==> src/pkg/aonldo_regs.vh <==
// register offsets, field positions and reset values of the always-on ldo
`ifndef AONLDO_REGS_VH
`define AONLDO_REGS_VH
// register offsets on the configuration port
`define AONLDO_OFS_CONFIG      8'h56
`define AONLDO_OFS_VOLTAGE     8'h57
`define AONLDO_OFS_PINSEL      8'h58
// config register field positions
`define AONLDO_BIT_SUPPLY      3
`define AONLDO_BIT_ACTDSC      2
`define AONLDO_BIT_MODE        1
`define AONLDO_BIT_PSVDSC      0
// config register writable mask
`define AONLDO_CONFIG_MASK     8'h0f
// voltage code width and writable mask
`define AONLDO_VCODE_W         5
`define AONLDO_VCODE_MASK      8'h1f
// reset values
`define AONLDO_RST_CONFIG      8'h00
`define AONLDO_RST_VOLTAGE     8'h00
`define AONLDO_RST_PINSEL      8'h00
// boot sequence code under which the enable field governs
`define AONLDO_SEQ_SW          3'h7
// enable field encodings
`define AONLDO_EN_OFF          2'h0
`define AONLDO_EN_ON           2'h1
`define AONLDO_EN_PIN          2'h2
`define AONLDO_EN_RSVD         2'h3
// voltage code map: millivolts at code zero and per step
`define AONLDO_MV_BASE         16'd900
`define AONLDO_MV_STEP         16'd100
`endif

==> src/hw/aonldo_config_regs.v <==
// config registers and control decode of the always-on linear regulator
//
// Behaviour
// - supply bit selects external or internal input
// - discharge bit zero: discharge in hard reset only
// - discharge bit one: also discharge on enable fall
// - mode bit zero regulates, one is switch
// - switch mode: pass device follows enable, unregulated
// - mode latched, changes only while regulator disabled
// - enable field governs only under sequence 111
// - pin control: or of selected pins
//
// notes for users
// pin levels are taken as already synchronous
// register bus is plain strobes, no wait states
// read data answers one cycle after the strobe
// passive discharge only handed on as stored bit
// voltage code is a request; input supply limits it
// enable-fall discharge is a single-cycle pulse
// reserved enable field code behaves as off
// outside software sequence the sequencer enable rules
// mode write while enabled is held, not lost
// mode latch is a flop fed by an open-when-low mux
// no interrupt or status of its own
`timescale 1ns/10ps
`default_nettype none
`include "aonldo_regs.vh"
module aonldo_config_regs #(
  parameter NPIN = 8
) (
  // clock and reset
  input  wire            CLOCK,
  input  wire            NRST,
  // register port
  input  wire [7:0]      REG_ADDR,
  input  wire [7:0]      REG_WDATA,
  input  wire            REG_WR,
  input  wire            REG_RD,
  output reg  [7:0]      REG_RDATA,
  output reg             REG_RD_HIT,
  // enable and sequence from the enable register
  input  wire [2:0]      BOOT_SEQUENCE_CODE,
  input  wire [1:0]      REGULATOR_ENABLE_FIELD,
  input  wire            SEQ_ENABLE,
  input  wire            HARD_RESET_MODE,
  // multipurpose pins
  input  wire [NPIN-1:0] MULTIPURPOSE_PIN,
  // analog controls
  output reg             EFFECTIVE_ENABLE,
  output reg             INPUT_SOURCE_SELECT,
  output reg             SWITCH_MODE_ACTIVE,
  output reg             PASS_FULL_ON,
  output reg             REGULATION_ON,
  output reg             ACTIVE_DISCHARGE,
  output reg             PASSIVE_DISCHARGE_ON_DISABLE,
  output reg  [4:0]      OUTPUT_VOLTAGE_CODE,
  output reg  [15:0]     TARGET_MILLIVOLTS
);
  // stored register fields
  reg  [3:0]      config_q;      // supply, actdsc, mode, psvdsc
  reg  [4:0]      vcode_q;       // output voltage code
  reg  [NPIN-1:0] pinsel_q;      // pin enable select byte
  reg             mode_lat_q;    // latched switch mode
  reg             en_prev_q;     // enable one cycle ago
  // decode results
  reg             en_d;          // enable next value
  reg             dsc_d;         // discharge next value
  wire            pin_any;       // or of selected pins
  wire            en_fall;       // enable falling this cycle
  wire            mode_d;        // latched mode next value

  // register address match
  // shared by write and read decode
  function hit;
    input [7:0] a;
    input [7:0] ofs;
    begin
      hit = (a == ofs);
    end
  endfunction

  // pin or network
  // select byte gates each pin, then all are or-ed
  aonldo_pin_or #(.NPIN(NPIN)) u_pin_or (
    .sel    (pinsel_q),
    .pins   (MULTIPURPOSE_PIN),
    .any_on (pin_any)
  );

  // effective enable from sequence and field
  // combinational so the mode latch and the fall
  // detector see the new enable in the same cycle
  // reserved field code falls to off, never on
  // sequencer enable is used as given
  always @* begin
    if (BOOT_SEQUENCE_CODE == `AONLDO_SEQ_SW) begin
      case (REGULATOR_ENABLE_FIELD)
        `AONLDO_EN_ON:  en_d = 1'b1;
        `AONLDO_EN_PIN: en_d = pin_any;
        default:        en_d = 1'b0;                 // off and reserved
      endcase
    end else begin
      en_d = SEQ_ENABLE;  // boot sequencer decides
    end
  end

  // enable falls when it was on and goes off
  // previous enable is the registered one
  assign en_fall = en_prev_q & ~en_d;

  // mode follows register only while disabled
  // latch is open while the enable is low, so a write
  // made while enabled waits for the next disable
  // keeps the pass device from changing mode under load
  assign mode_d = en_d ? mode_lat_q
                       : config_q[`AONLDO_BIT_MODE];

  // discharge policy
  // hard reset always discharges
  // enable fall adds a one-cycle pulse when bit two set
  // pulse marks the fall; hold time is the analog side's
  always @* begin
    dsc_d = HARD_RESET_MODE;
    if (config_q[`AONLDO_BIT_ACTDSC] && en_fall) begin
      dsc_d = 1'b1;
    end
  end

  // register writes
  // unmapped offsets and unused upper bits are dropped
  // a write and a read in one cycle read the old value
  // pin select width follows NPIN
  always @(posedge CLOCK or negedge NRST) begin
    if (!NRST) begin
      // all fields clear
      config_q <= 4'h0;
      vcode_q  <= 5'h00;
      pinsel_q <= {NPIN{1'b0}};
    end else if (REG_WR) begin
      if (hit(REG_ADDR, `AONLDO_OFS_CONFIG)) begin
        config_q <= REG_WDATA[3:0];
      end
      if (hit(REG_ADDR, `AONLDO_OFS_VOLTAGE)) begin
        vcode_q <= REG_WDATA[4:0];
      end
      if (hit(REG_ADDR, `AONLDO_OFS_PINSEL)) begin
        pinsel_q <= REG_WDATA[NPIN-1:0];
      end
    end
  end

  // registered read data, unused bits zero
  // data and hit stand for one cycle only
  // zero between reads keeps the bus quiet
  // mapped offsets raise the hit flag
  always @(posedge CLOCK or negedge NRST) begin
    if (!NRST) begin
      REG_RDATA  <= 8'h00;
      REG_RD_HIT <= 1'b0;
    end else begin
      REG_RDATA  <= 8'h00;
      REG_RD_HIT <= 1'b0;
      // default quiet unless a mapped read
      if (REG_RD) begin
        if (hit(REG_ADDR, `AONLDO_OFS_CONFIG)) begin
          REG_RDATA  <= {4'h0, config_q};
          REG_RD_HIT <= 1'b1;
        end else if (hit(REG_ADDR, `AONLDO_OFS_VOLTAGE)) begin
          REG_RDATA  <= {3'h0, vcode_q};
          REG_RD_HIT <= 1'b1;
        end else if (hit(REG_ADDR, `AONLDO_OFS_PINSEL)) begin
          REG_RDATA  <= pinsel_q;
          REG_RD_HIT <= 1'b1;
        end
      end
    end
  end

  // latched mode and enable history
  // enable history feeds the fall detector
  // both clear in reset, so no false fall follows
  always @(posedge CLOCK or negedge NRST) begin
    if (!NRST) begin
      mode_lat_q <= 1'b0;
      en_prev_q  <= 1'b0;
    end else begin
      mode_lat_q <= mode_d;
      en_prev_q  <= en_d;
    end
  end

  // analog control outputs
  // all registered so the analog side sees clean levels
  // one cycle after the inputs or registers change
  // millivolt target reset matches code zero
  // pass and regulation are never on together
  // supply and passive bits pass straight through
  always @(posedge CLOCK or negedge NRST) begin
    if (!NRST) begin
      EFFECTIVE_ENABLE             <= 1'b0;
      INPUT_SOURCE_SELECT          <= 1'b0;
      SWITCH_MODE_ACTIVE           <= 1'b0;
      PASS_FULL_ON                 <= 1'b0;
      REGULATION_ON                <= 1'b0;
      ACTIVE_DISCHARGE             <= 1'b0;
      PASSIVE_DISCHARGE_ON_DISABLE <= 1'b0;
      OUTPUT_VOLTAGE_CODE          <= 5'h00;
      TARGET_MILLIVOLTS            <= `AONLDO_MV_BASE;
    end else begin
      // follow decode one cycle later
      EFFECTIVE_ENABLE    <= en_d;
      INPUT_SOURCE_SELECT <= config_q[`AONLDO_BIT_SUPPLY];
      SWITCH_MODE_ACTIVE  <= mode_d;
      PASS_FULL_ON        <= mode_d & en_d;
      REGULATION_ON       <= ~mode_d & en_d;
      ACTIVE_DISCHARGE    <= dsc_d;
      PASSIVE_DISCHARGE_ON_DISABLE <= config_q[`AONLDO_BIT_PSVDSC];
      OUTPUT_VOLTAGE_CODE <= vcode_q;
      // linear map, code 31 gives 4000 mV
      TARGET_MILLIVOLTS   <= `AONLDO_MV_BASE
                           + (`AONLDO_MV_STEP * {11'h000, vcode_q});
    end
  end
endmodule
`default_nettype wire

==> src/hw/aonldo_pin_or.v <==
// or of the multipurpose pins whose select bit is set
`timescale 1ns/10ps
`default_nettype none
module aonldo_pin_or #(
  parameter NPIN = 8
) (
  // select byte and pin levels
  input  wire [NPIN-1:0] sel,
  input  wire [NPIN-1:0] pins,
  // combined enable request
  output wire            any_on
);
  wire [NPIN-1:0] gated;  // per pin gated level

  // bit n of the select byte gates pin n
  genvar n;
  generate
    for (n = 0; n < NPIN; n = n + 1) begin : g_gate
      assign gated[n] = sel[n] & pins[n];
    end
  endgenerate

  // any selected pin high enables
  assign any_on = |gated;
endmodule
`default_nettype wire

==> config.mk <==
export PLATFORM = sky130hd
export DESIGN_NAME = aonldo_config_regs
export DESIGN_NICKNAME = d
export VERILOG_FILES = /design/src/hw/aonldo_config_regs.v /design/src/hw/aonldo_pin_or.v
export VERILOG_INCLUDE_DIRS = /design/src /design/src/pkg
export SDC_FILE = /design/constraint.sdc
export NUM_CORES = 1
export LEC_CHECK = 0
export ABC_CLOCK_PERIOD_IN_PS = 4200
export BUFFER_PORTS_ARGS = -buffer_cell sky130_fd_sc_hd__buf_2
export CAP_MARGIN = 20
export CORE_ASPECT_RATIO = 0.8
export CORE_MARGIN = 2
export CORE_UTILIZATION = 54
export CTS_BUF_LIST = sky130_fd_sc_hd__clkbuf_8
export DETAILED_ROUTE_END_ITERATION = 12
export PLACE_DENSITY = 0.88
export SYNTH_ARGS = -nofsm -noshare
export SYNTH_HDL_FRONTEND = slang
export SYNTH_SLANG_ARGS = --single-unit
==> constraint.sdc <==
create_clock -name CLOCK -period 4.2 [get_ports CLOCK]
set_clock_uncertainty 0.15 [all_clocks]
set_input_delay 0 -clock CLOCK [delete_from_list [all_inputs] [get_ports CLOCK]]
set_output_delay 0 -clock CLOCK [all_outputs]
set_load 0.1 [all_outputs]
==> results.cfg, run 1 <==
[outcome]
outcome = finished clean

[die]
initial_utilization = 0.5547
rows = 21
die-area_um2 = 4778
ios = 72
fp.coreArea_um2 = 4125
die_y_um = 62.23
dieWidth_um = 76.78

[clock_network]
clock_sinks = 49
ctsResizeCount = 0
clock_path_buffers = 2
cts_setup_buffers = 0
cts_tree = yes
cts_max_level = 2
root_buffer = clkbuf_8
path_clk_slew_ps = 90
numCtsBuffers = 5
clock_latency_ps = 300

[grt]
use_met3 = 0.04506
grt_most_used_layer = met2
gr-usage-met1 = 0.2912
grt_max_degree = 50
grt_pass1_vias = 1774
grt_pass1_wl_um = 8459
overflow = 0
use_met2 = 0.3893
antenna_found_initial = 0
track_usage = 0.2321

[finish]
design_area_um2 = 3004
drive_gt1_frac = 0.3718
final_util = 0.7282
layout_commonest_cell = buf_2
area_growth_pct = 31.27
antenna_cells = 0
final_nets = 330
layout_common_cells = 66 x buf_2, 45 x dfrtp_1, 24 x dlygate4sd3_1

[synthesis]
yosysUniqueCellTypes = 37
ys_seq_elements = 49
yosys-top-cells-area = dfrtp_1 49%, ha_1 9.8%, mux2_2 7.9%
yosys.area.top_type_share = 0.4921
synth-async-reset-ratio = 1.000
yosys_warnings = 0
synth_ff_type = dfrtp_1
syn_area_per_cell_um2 = 12.64
syn_inst = 181
ys_seq_area_frac = 0.5380
synth_area_leader_cell = dfrtp_1
synth_edf_count = 0
netlist_area_um2 = 2288

[sta]
hold_viol_final = 0
rsz0062_at_grt = no
fin_crit_sh = 0.6659
worstMarginPinSlew_ps = 658.6
max_freq_mhz = 357.5
maxSlewViolCount = 0
holdWs_ps = 25.69
fin_setup_tns_ps = 0
finalSetupViolCount = 0
maxSlewHeadroom = 0.5591
min_period_ps = 2797

[placed_design]
port_buffers = 66
detailed_place_hpwl_um = 3338
post_dp_cell_area_um2 = 2658
gp_congestion = 0.8567

[critical_path]
ff2ff_setup_slack_ps = 1400
timing.rr.end = TARGET_MILLIVOLTS[11]
rr_worst_depth = 9
startpoint = vcode_q[1]
crit_required_ps = 4270
cp.arrival_ps = 2870
r2r_start = vcode_q[1]
crit_type = reg -> reg
end_kind = flop
endpoint = TARGET_MILLIVOLTS[11]
startpoint_type = flop
cp_max_fo = 6

[flow_run]
cap_violations = 0

[drt]
drc = 0
routed-via-count = 1803
viasPerCell = 5.398
drt_first_iter_violations = 164
wirelength_um = 5554
wl_per_cell_um = 16.63
first_pass_iters = 4
drtAntennaViolNets = 0

[power_and_ir_drop]
ir_worst_vdd_mv = 0.2947
power.density_nw_per_um2 = 429.5
p_leak_nw = 1.587

[worst_hold_path]
hold_class = in -> reg
whs_path_depth = 4
==> state kept, by name, summed over array words and instances, names as in the netlist, 4 cells and up <==
| name | cells |
|---|---|
| REG_RDATA | 8 |
| pinsel_q | 8 |
| vcode_q | 5 |
| config_q | 4 |
| TARGET_MILLIVOLTS | 11 |
| OUTPUT_VOLTAGE_CODE | 5 |
==> worst min-delay path by stage <==
stage                     startpoint          endpoint  slack (ps)
3_5_place_dp         HARD_RESET_MODE  ACTIVE_DISCHARGE          60
2_1_floorplan                   NRST  ACTIVE_DISCHARGE        -450
4_1_cts        BOOT_SEQUENCE_CODE[0]     REGULATION_ON           4
6_report       BOOT_SEQUENCE_CODE[0]     REGULATION_ON          30
5_1_grt        BOOT_SEQUENCE_CODE[0]     REGULATION_ON          60
3_3_place_gp         HARD_RESET_MODE  ACTIVE_DISCHARGE          50
==> layout make-up <==
class	instances	area [um2]
clock inverter	3	17.52
timing repair buffer	91	590.6
multi-input combinational	119	987.2
tap	57	71.32
clock buffer	5	68.82
fill	269	1121
inverter	10	37.54
sequential	49	1231
==> kinds of logic after synthesis <==
kind of cell / Yosys count / share of synthesized area
adder cells (fa/ha/maj): 19 / 0.1072
multiplexers: 16 / 0.07873
XOR/XNOR: 12 / 0.04593
AO/OA/AOI/OAI: 21 / 0.06397
buffers and inverters: 17 / 0.03718
flip-flops: 49 / 0.5380
AND/OR/NAND/NOR: 46 / 0.1274
other: 1 / 0.001639
==> power breakdown <==
part | switching (mW) | total [mW] | internal [mW]
sequential | 0.0214 | 0.543 | 0.522
combinational | 0.367 | 0.476 | 0.109
clock | 0.154 | 0.270 | 0.116
total | 0.542 | 1.29 | 0.748
==> routing by layer <==
layer  vias up  share of wire
li1        807              -
met1       881           0.40
met2        96           0.50
met3        19          0.073
met4         0          0.026
met5         -              0
==> critical path: stages (launching register included) <==
cell	delay (ps)
dfrtp_1	470
ha_1	320
ha_1	280
ha_1	170
inv_1	60
fa_1	400
xor2_1	300
nand3_1	190
o211ai_1	230
xnor2_1	150
==> cells in the mapped netlist (all sizes together), types with 2 or more instances <==
master	count
o21ai	5
and3	3
and3b	2
nand3	4
xor2	3
a22oi	8
buf	5
nand4	2
mux2	16
nor2b	2
nor3	4
xnor2	9
nand2	11
or2b	2
clkbuf	2
dfstp	4
inv	10
nor2	7
and2	3
dfrtp	45
a21oi	2
ha	18
==> stage by stage <==
step	setup slack [ps]	cells	power, mW
finish	1403	334	1.290
global route	1295	334	1.338
CTS	1464	332	1.277
detailed placement	1494	301	0.9989
global placement	1620	301	0.9872
floorplan	1673	185	0.9216
==> what timing repair did <==
item                                   4_1_cts  5_1_grt
setup endpoints to repair                    0        0
hold buffers                                23        1
endpoints found under the hold margin       75        4
Power figures use the tool's default switching activity.
==> run 2, diff against run 1 <==
--- a/config.mk
+++ b/config.mk
@@ -6,15 +6,16 @@
 export SDC_FILE = /design/constraint.sdc
 export NUM_CORES = 1
 export LEC_CHECK = 0
-export ABC_CLOCK_PERIOD_IN_PS = 4200
+export ABC_AREA = 1
+export ABC_CLOCK_PERIOD_IN_PS = 2800
 export BUFFER_PORTS_ARGS = -buffer_cell sky130_fd_sc_hd__buf_2
 export CAP_MARGIN = 20
 export CORE_ASPECT_RATIO = 0.8
 export CORE_MARGIN = 2
-export CORE_UTILIZATION = 54
+export CORE_UTILIZATION = 53
 export CTS_BUF_LIST = sky130_fd_sc_hd__clkbuf_8
 export DETAILED_ROUTE_END_ITERATION = 12
-export PLACE_DENSITY = 0.88
+export PLACE_DENSITY = 0.86
 export SYNTH_ARGS = -nofsm -noshare
 export SYNTH_HDL_FRONTEND = slang
 export SYNTH_SLANG_ARGS = --single-unit
==> constraint.sdc (replaced) <==
create_clock -name CLOCK -period 2.8 [get_ports CLOCK]
set_clock_uncertainty 0.15 [all_clocks]
set_input_delay 0 -clock CLOCK [delete_from_list [all_inputs] [get_ports CLOCK]]
set_output_delay 0 -clock CLOCK [all_outputs]
set_load 0.1 [all_outputs]
==> results.cfg, run 2 <==
[outcome]
outcome = complete, but fails checks
violations = negative hold slack

[grt]
grt_most_used_layer = met2
use_met2 = 0.4160
grt_max_degree = 50
track_usage = 0.2412
grt_pass1_wl_um = 9239
gr-usage-met1 = 0.2799
overflow = 0
grt_pass1_vias = 1974
use_met3 = 0.05989
antenna_found_initial = 0

[critical_path]
cp.arrival_ps = 2720
startpoint_type = flop
end_kind = flop
crit_required_ps = 2850
crit_type = reg -> reg
cp_max_fo = 6

[die]
die_y_um = 64.49
die-area_um2 = 5133
initial_utilization = 0.5659
fp.coreArea_um2 = 4283
rows = 21
ios = 72
dieWidth_um = 79.61

[synthesis]
netlist_area_um2 = 2424
syn_inst = 249
synth_ff_type = dfrtp_1
ys_seq_elements = 49
yosys.area.top_type_share = 0.4646
synth-async-reset-ratio = 1.000
yosys-top-cells-area = dfrtp_1 46%, nand2_1 11%, ha_1 9.3%
ys_top_cells_by_count = 71 x nand2_1, 45 x dfrtp_1, 24 x inv_1, 18 x ha_1, 14 x o21ai_1
yosys_warnings = 0
syn_area_per_cell_um2 = 9.733
synth_edf_count = 0
yosysMostFrequentCell = nand2_1
ys_seq_area_frac = 0.5080
synth_area_leader_cell = dfrtp_1
yosysUniqueCellTypes = 27

[clock_network]
numCtsBuffers = 5
path_clk_slew_ps = 90
cts_tree = yes
cts_setup_buffers = 0
clock_latency_ps = 310
cts_max_level = 2
clock_sinks = 49
root_buffer = clkbuf_8
clock_path_buffers = 2

[finish]
largest_reg_flops = 11
fillerInstances = 274
antenna_cells = 0
reg_top3 = TARGET_MILLIVOLTS x11, REG_RDATA x8, pinsel_q x8
layout_common_cells = 71 x nand2_1, 66 x buf_2, 45 x dfrtp_1
area_growth_pct = 33.82
final_nets = 406
regMostFlops = TARGET_MILLIVOLTS
design_area_um2 = 3243
drive_gt1_frac = 0.2805
layout_commonest_cell = nand2_1
instances_no_fill = 410

[drt]
first_pass_iters = 5
drtAntennaViolNets = 0
viasPerCell = 5.227
drt_first_iter_violations = 118
routed-via-count = 2143
drc = 0
wirelength_um = 5972
wl_per_cell_um = 14.57

[placed_design]
dp.cells = 371
gp_congestion = 0.8760
port_buffers = 66
detailed_place_hpwl_um = 3630
post_dp_cell_area_um2 = 2799
dp_worst_setup_slack_ps = 104.1

[sta]
min_period_ps = 2674
finalSetupViolCount = 0
fin_crit_sh = 0.9550
fin_ws_ps = 126.0
worstMarginPinSlew_ps = 511.5
max_freq_mhz = 374.0
hold_viol_final = 14
holdWs_ps = -15.81
maxSlewViolCount = 0
maxSlewHeadroom = 0.6613

[worst_hold_path]
hold_class = in -> async

[flow_run]
cap_violations = 0

[power_and_ir_drop]
p_leak_nw = 1.825
clkPwrFrac = 0.295
ir_worst_vdd_mv = 0.3891
swShare = 0.3456
p_seq_frac = 0.441
power.density_nw_per_um2 = 540.3
switching_power_mw = 0.6055
p_comb_frac = 0.264
intPower_mw = 1.147
run 2: layout make-up:
cell class              instances  area, um2  area share
multi-input cells             171       1061      0.3272
clock inverters                 2      33.78     0.01042
clock buffers                   6      82.58     0.02546
flip-flops and latches         49       1231      0.3796
inverters                      26      97.59     0.03009
well taps                      57      71.32     0.02199
repair buffers                 99      665.6      0.2052
run 2: cell families after synthesis:
family,share of synthesized area
flip-flops,0.5080
other,0.001547
adder cells (fa/ha/maj),0.1012
AND/OR/NAND/NOR,0.2101
buffers and inverters,0.06350
XOR/XNOR,0.03924
AO/OA/AOI/OAI,0.07641
run 2: per-stage QoR:
| stage | util | total power, mW | setup TNS [ps] | hold slack [ps] |
|---|---|---|---|---|
| floorplan | - | 1.120 | 0 | -445.6 |
| global placement | 0.6535 | 1.203 | 0 | 37.94 |
| detailed placement | 0.6535 | 1.210 | 0 | 40.76 |
| CTS | 0.7508 | 1.744 | 0 | 14.54 |
| global route | 0.7572 | 1.826 | -6.521 | 1.951 |
| finish | 0.7572 | 1.752 | 0 | -15.81 |
run 2: worst paths after layout:
path | start | end | slack (ps) | cells past startpoint
max | vcode_q[1] | TARGET_MILLIVOLTS[11] | 130 | 10
min | NRST | INPUT_SOURCE_SELECT | -20 | 2
max reg2reg | vcode_q[1] | TARGET_MILLIVOLTS[11] | 130 | 10
min reg2reg | config_q[3] | INPUT_SOURCE_SELECT | 290 | 0
max in group asynchronous | NRST | TARGET_MILLIVOLTS[2] | 1950 | 3
min in group CLOCK | REG_ADDR[7] | REG_RDATA[0] | 10 | 6
run 2: power groups by stage:
stage	registers, mW	logic [mW]	clock network, mW
2_1_floorplan	0.999	0.122	0
3_3_place_gp	0.785	0.418	0
3_5_place_dp	0.786	0.425	0
4_1_cts	0.772	0.452	0.520
5_1_grt	0.777	0.486	0.563
6_report	0.773	0.462	0.517
run 2: routing by layer:
metal	part of all wire	vias up
li1	-	991
met1	0.38	987
met2	0.50	137
met3	0.082	28
met4	0.038	0
met5	0	-
run 2: worst max-delay path: stages (launching register included):
cell and delay, ps:
dfrtp_1 450, ha_1 320, ha_1 270, ha_1 200, inv_1 70, fa_1 440
o21ai_2 200, xor2_2 250, nand2_1 90, nand2_1 70, nand2_1 50
run 2: timing repair:
action                                 4_1_cts  5_1_grt
endpoints found under the hold margin       76        0
hold buffers                                30        0
gates resized for setup                      0        1
setup endpoints to repair                    0        2
==> run 3, diff against run 2 <==
--- a/config.mk
+++ b/config.mk
@@ -7,15 +7,15 @@
 export NUM_CORES = 1
 export LEC_CHECK = 0
 export ABC_AREA = 1
-export ABC_CLOCK_PERIOD_IN_PS = 2800
+export ABC_CLOCK_PERIOD_IN_PS = 3200
 export BUFFER_PORTS_ARGS = -buffer_cell sky130_fd_sc_hd__buf_2
 export CAP_MARGIN = 20
 export CORE_ASPECT_RATIO = 0.8
 export CORE_MARGIN = 2
-export CORE_UTILIZATION = 53
+export CORE_UTILIZATION = 54
 export CTS_BUF_LIST = sky130_fd_sc_hd__clkbuf_8
 export DETAILED_ROUTE_END_ITERATION = 12
-export PLACE_DENSITY = 0.86
+export PLACE_DENSITY = 0.87
 export SYNTH_ARGS = -nofsm -noshare
 export SYNTH_HDL_FRONTEND = slang
 export SYNTH_SLANG_ARGS = --single-unit
==> constraint.sdc (replaced) <==
create_clock -name CLOCK -period 3.2 [get_ports CLOCK]
set_clock_uncertainty 0.15 [all_clocks]
set_input_delay 0 -clock CLOCK [delete_from_list [all_inputs] [get_ports CLOCK]]
set_output_delay 0 -clock CLOCK [all_outputs]
set_load 0.1 [all_outputs]
==> results.cfg, run 3 (same netlist as run 2, synthesis figures left out) <==
[sta]
hold_viol_final = 0
fin_ws_ps = 441.0
fin_setup_tns_ps = 0
fin_crit_sh = 0.8622
finalSetupViolCount = 0
rsz0062_at_grt = no
maxSlewViolCount = 0
min_period_ps = 2759
max_freq_mhz = 362.4

[critical_path]
critPathMostFrequentCell = nand2_1
max_stage_delay_ps = 450
crit_required_ps = 3250
crit_type = reg -> reg
cp.arrival_ps = 2810
path_buf_inv = 1
startpoint_type = flop
crit_slowest_cell = dfrtp_1
end_kind = flop
ff2ff_setup_slack_ps = 440
cp_max_fo = 6
cp_top_family = adder cells
worstPathCellList = ha_1 > ha_1 > ha_1 > inv_1 > fa_1 > xnor2_1 > nor2_1 > nand2_1 > nand2_1 > nand2_1 > nand2_1

[die]
die_y_um = 63.92
initial_utilization = 0.5694
ios = 72
dieWidth_um = 78.90
die-area_um2 = 5043
fp.coreArea_um2 = 4257
rows = 21

[grt]
grt_pass1_wl_um = 9942
track_usage = 0.2629
overflow = 0
antenna_found_initial = 0
grt_pass1_vias = 2071
grt_max_degree = 50

[drt]
wirelength_um = 6110
first_pass_iters = 4
wl_per_cell_um = 15.01
drt_first_iter_violations = 181
viasPerCell = 5.044
drc = 0
drtAntennaViolNets = 0
routed-via-count = 2053

[power_and_ir_drop]
intPower_mw = 0.9033
p_leak_nw = 1.783
switching_power_mw = 0.5389
p_seq_frac = 0.471
power.total_mw = 1.442
clkPwrFrac = 0.250
power.density_nw_per_um2 = 453.5
swShare = 0.3737
p_comb_frac = 0.279
ir_worst_vdd_mv = 0.3143

[finish]
area_growth_pct = 31.23
regMostFlops = TARGET_MILLIVOLTS
design_area_um2 = 3181
drive_gt1_frac = 0.2743
largest_reg_flops = 11
reg_top3 = TARGET_MILLIVOLTS x11, REG_RDATA x8, pinsel_q x8
fillerInstances = 302
layout_common_cells = 71 x nand2_1, 66 x buf_2, 45 x dfrtp_1
layout_commonest_cell = nand2_1
antenna_cells = 0
final_util = 0.7472
final_nets = 403

[placed_design]
post_dp_cell_area_um2 = 2784
detailed_place_hpwl_um = 3718
gp_congestion = 0.8061
dp_worst_setup_slack_ps = 517.7
port_buffers = 66

[outcome]
outcome = finished clean

[clock_network]
clock_latency_ps = 310
cts_tree = yes
clock_path_buffers = 2
clock_sinks = 49
cts_setup_buffers = 0
root_buffer = clkbuf_8
cts_max_level = 2
path_clk_slew_ps = 100
numCtsBuffers = 5

[flow_run]
cap_violations = 0

[worst_hold_path]
hold_class = in -> reg
==> run 3: changes by cell type in the layout (fill, tap and decap cells not counted), sizes merged <==
| cell | before | now |
|---|---|---|
| buf | 69 | 67 |
| bufinv | 1 | 0 |
| clkbuf | 6 | 5 |
| clkinv | 0 | 1 |
| dlygate4sd3 | 30 | 29 |
| inv | 27 | 28 |
==> run 3: worst reg2reg max path: stages, from the launching register on <==
cell and delay (ps):
dfrtp_1 450, ha_1 320, ha_1 280, ha_1 200, inv_1 70, fa_1 420
xnor2_1 320, nor2_1 150, nand2_1 110, nand2_1 60, nand2_1 70, nand2_1 50
==> run 3: layout make-up <==
class	instances	area [um2]	area share
Sequential cell	49	1231	0.3871
Multi-Input combinational cell	171	1054	0.3312
Timing Repair Buffer	96	640.6	0.2014
Inverter	26	97.59	0.03068
Tap cell	57	71.32	0.02242
Clock buffer	5	68.82	0.02164
Clock inverter	3	17.52	0.005507
==> run 3: worst paths after layout <==
kind	startpoint	end	cells after the start
min in group asynchronous	NRST	OUTPUT_VOLTAGE_CODE[3]	3
min	REG_ADDR[6]	REG_RDATA[6]	5
max	vcode_q[1]	TARGET_MILLIVOLTS[11]	11
max in group asynchronous	NRST	TARGET_MILLIVOLTS[2]	4
max reg2reg	vcode_q[1]	TARGET_MILLIVOLTS[11]	11
min reg2reg	config_q[0]	PASSIVE_DISCHARGE_ON_DISABLE	0
==> run 3: power by group through the flow <==
stage          sequential (mW)  clock [mW]  combinational (mW)
4_1_cts                  0.678       0.363               0.393
5_1_grt                  0.683       0.397               0.424
3_5_place_dp             0.690           0               0.368
3_3_place_gp             0.689           0               0.362
2_1_floorplan            0.874           0               0.107
6_report                 0.679       0.361               0.402
==> run 3: what timing repair did <==
item / 4_1_cts / 5_1_grt
gates resized for setup: 0 / 0
hold buffers: 28 / 1
hold endpoints to repair: 76 / 5
==> run 3: per-stage QoR <==
stage,hold WS [ps],cells
global route,32.51,407
detailed placement,45.23,369
CTS,2.371,405
finish,6.564,407
global placement,37.59,369
floorplan,-445.6,253
==> run 3: metal layers <==
| metal | part of all wire | GRT usage | up-vias |
|---|---|---|---|
| li1 | - | - | 985 |
| met1 | 0.42 | 0.3327 | 972 |
| met2 | 0.50 | 0.4434 | 77 |
| met3 | 0.050 | 0.04944 | 19 |
| met4 | 0.035 | 0.1142 | 0 |
| met5 | 0 | 0 | - |
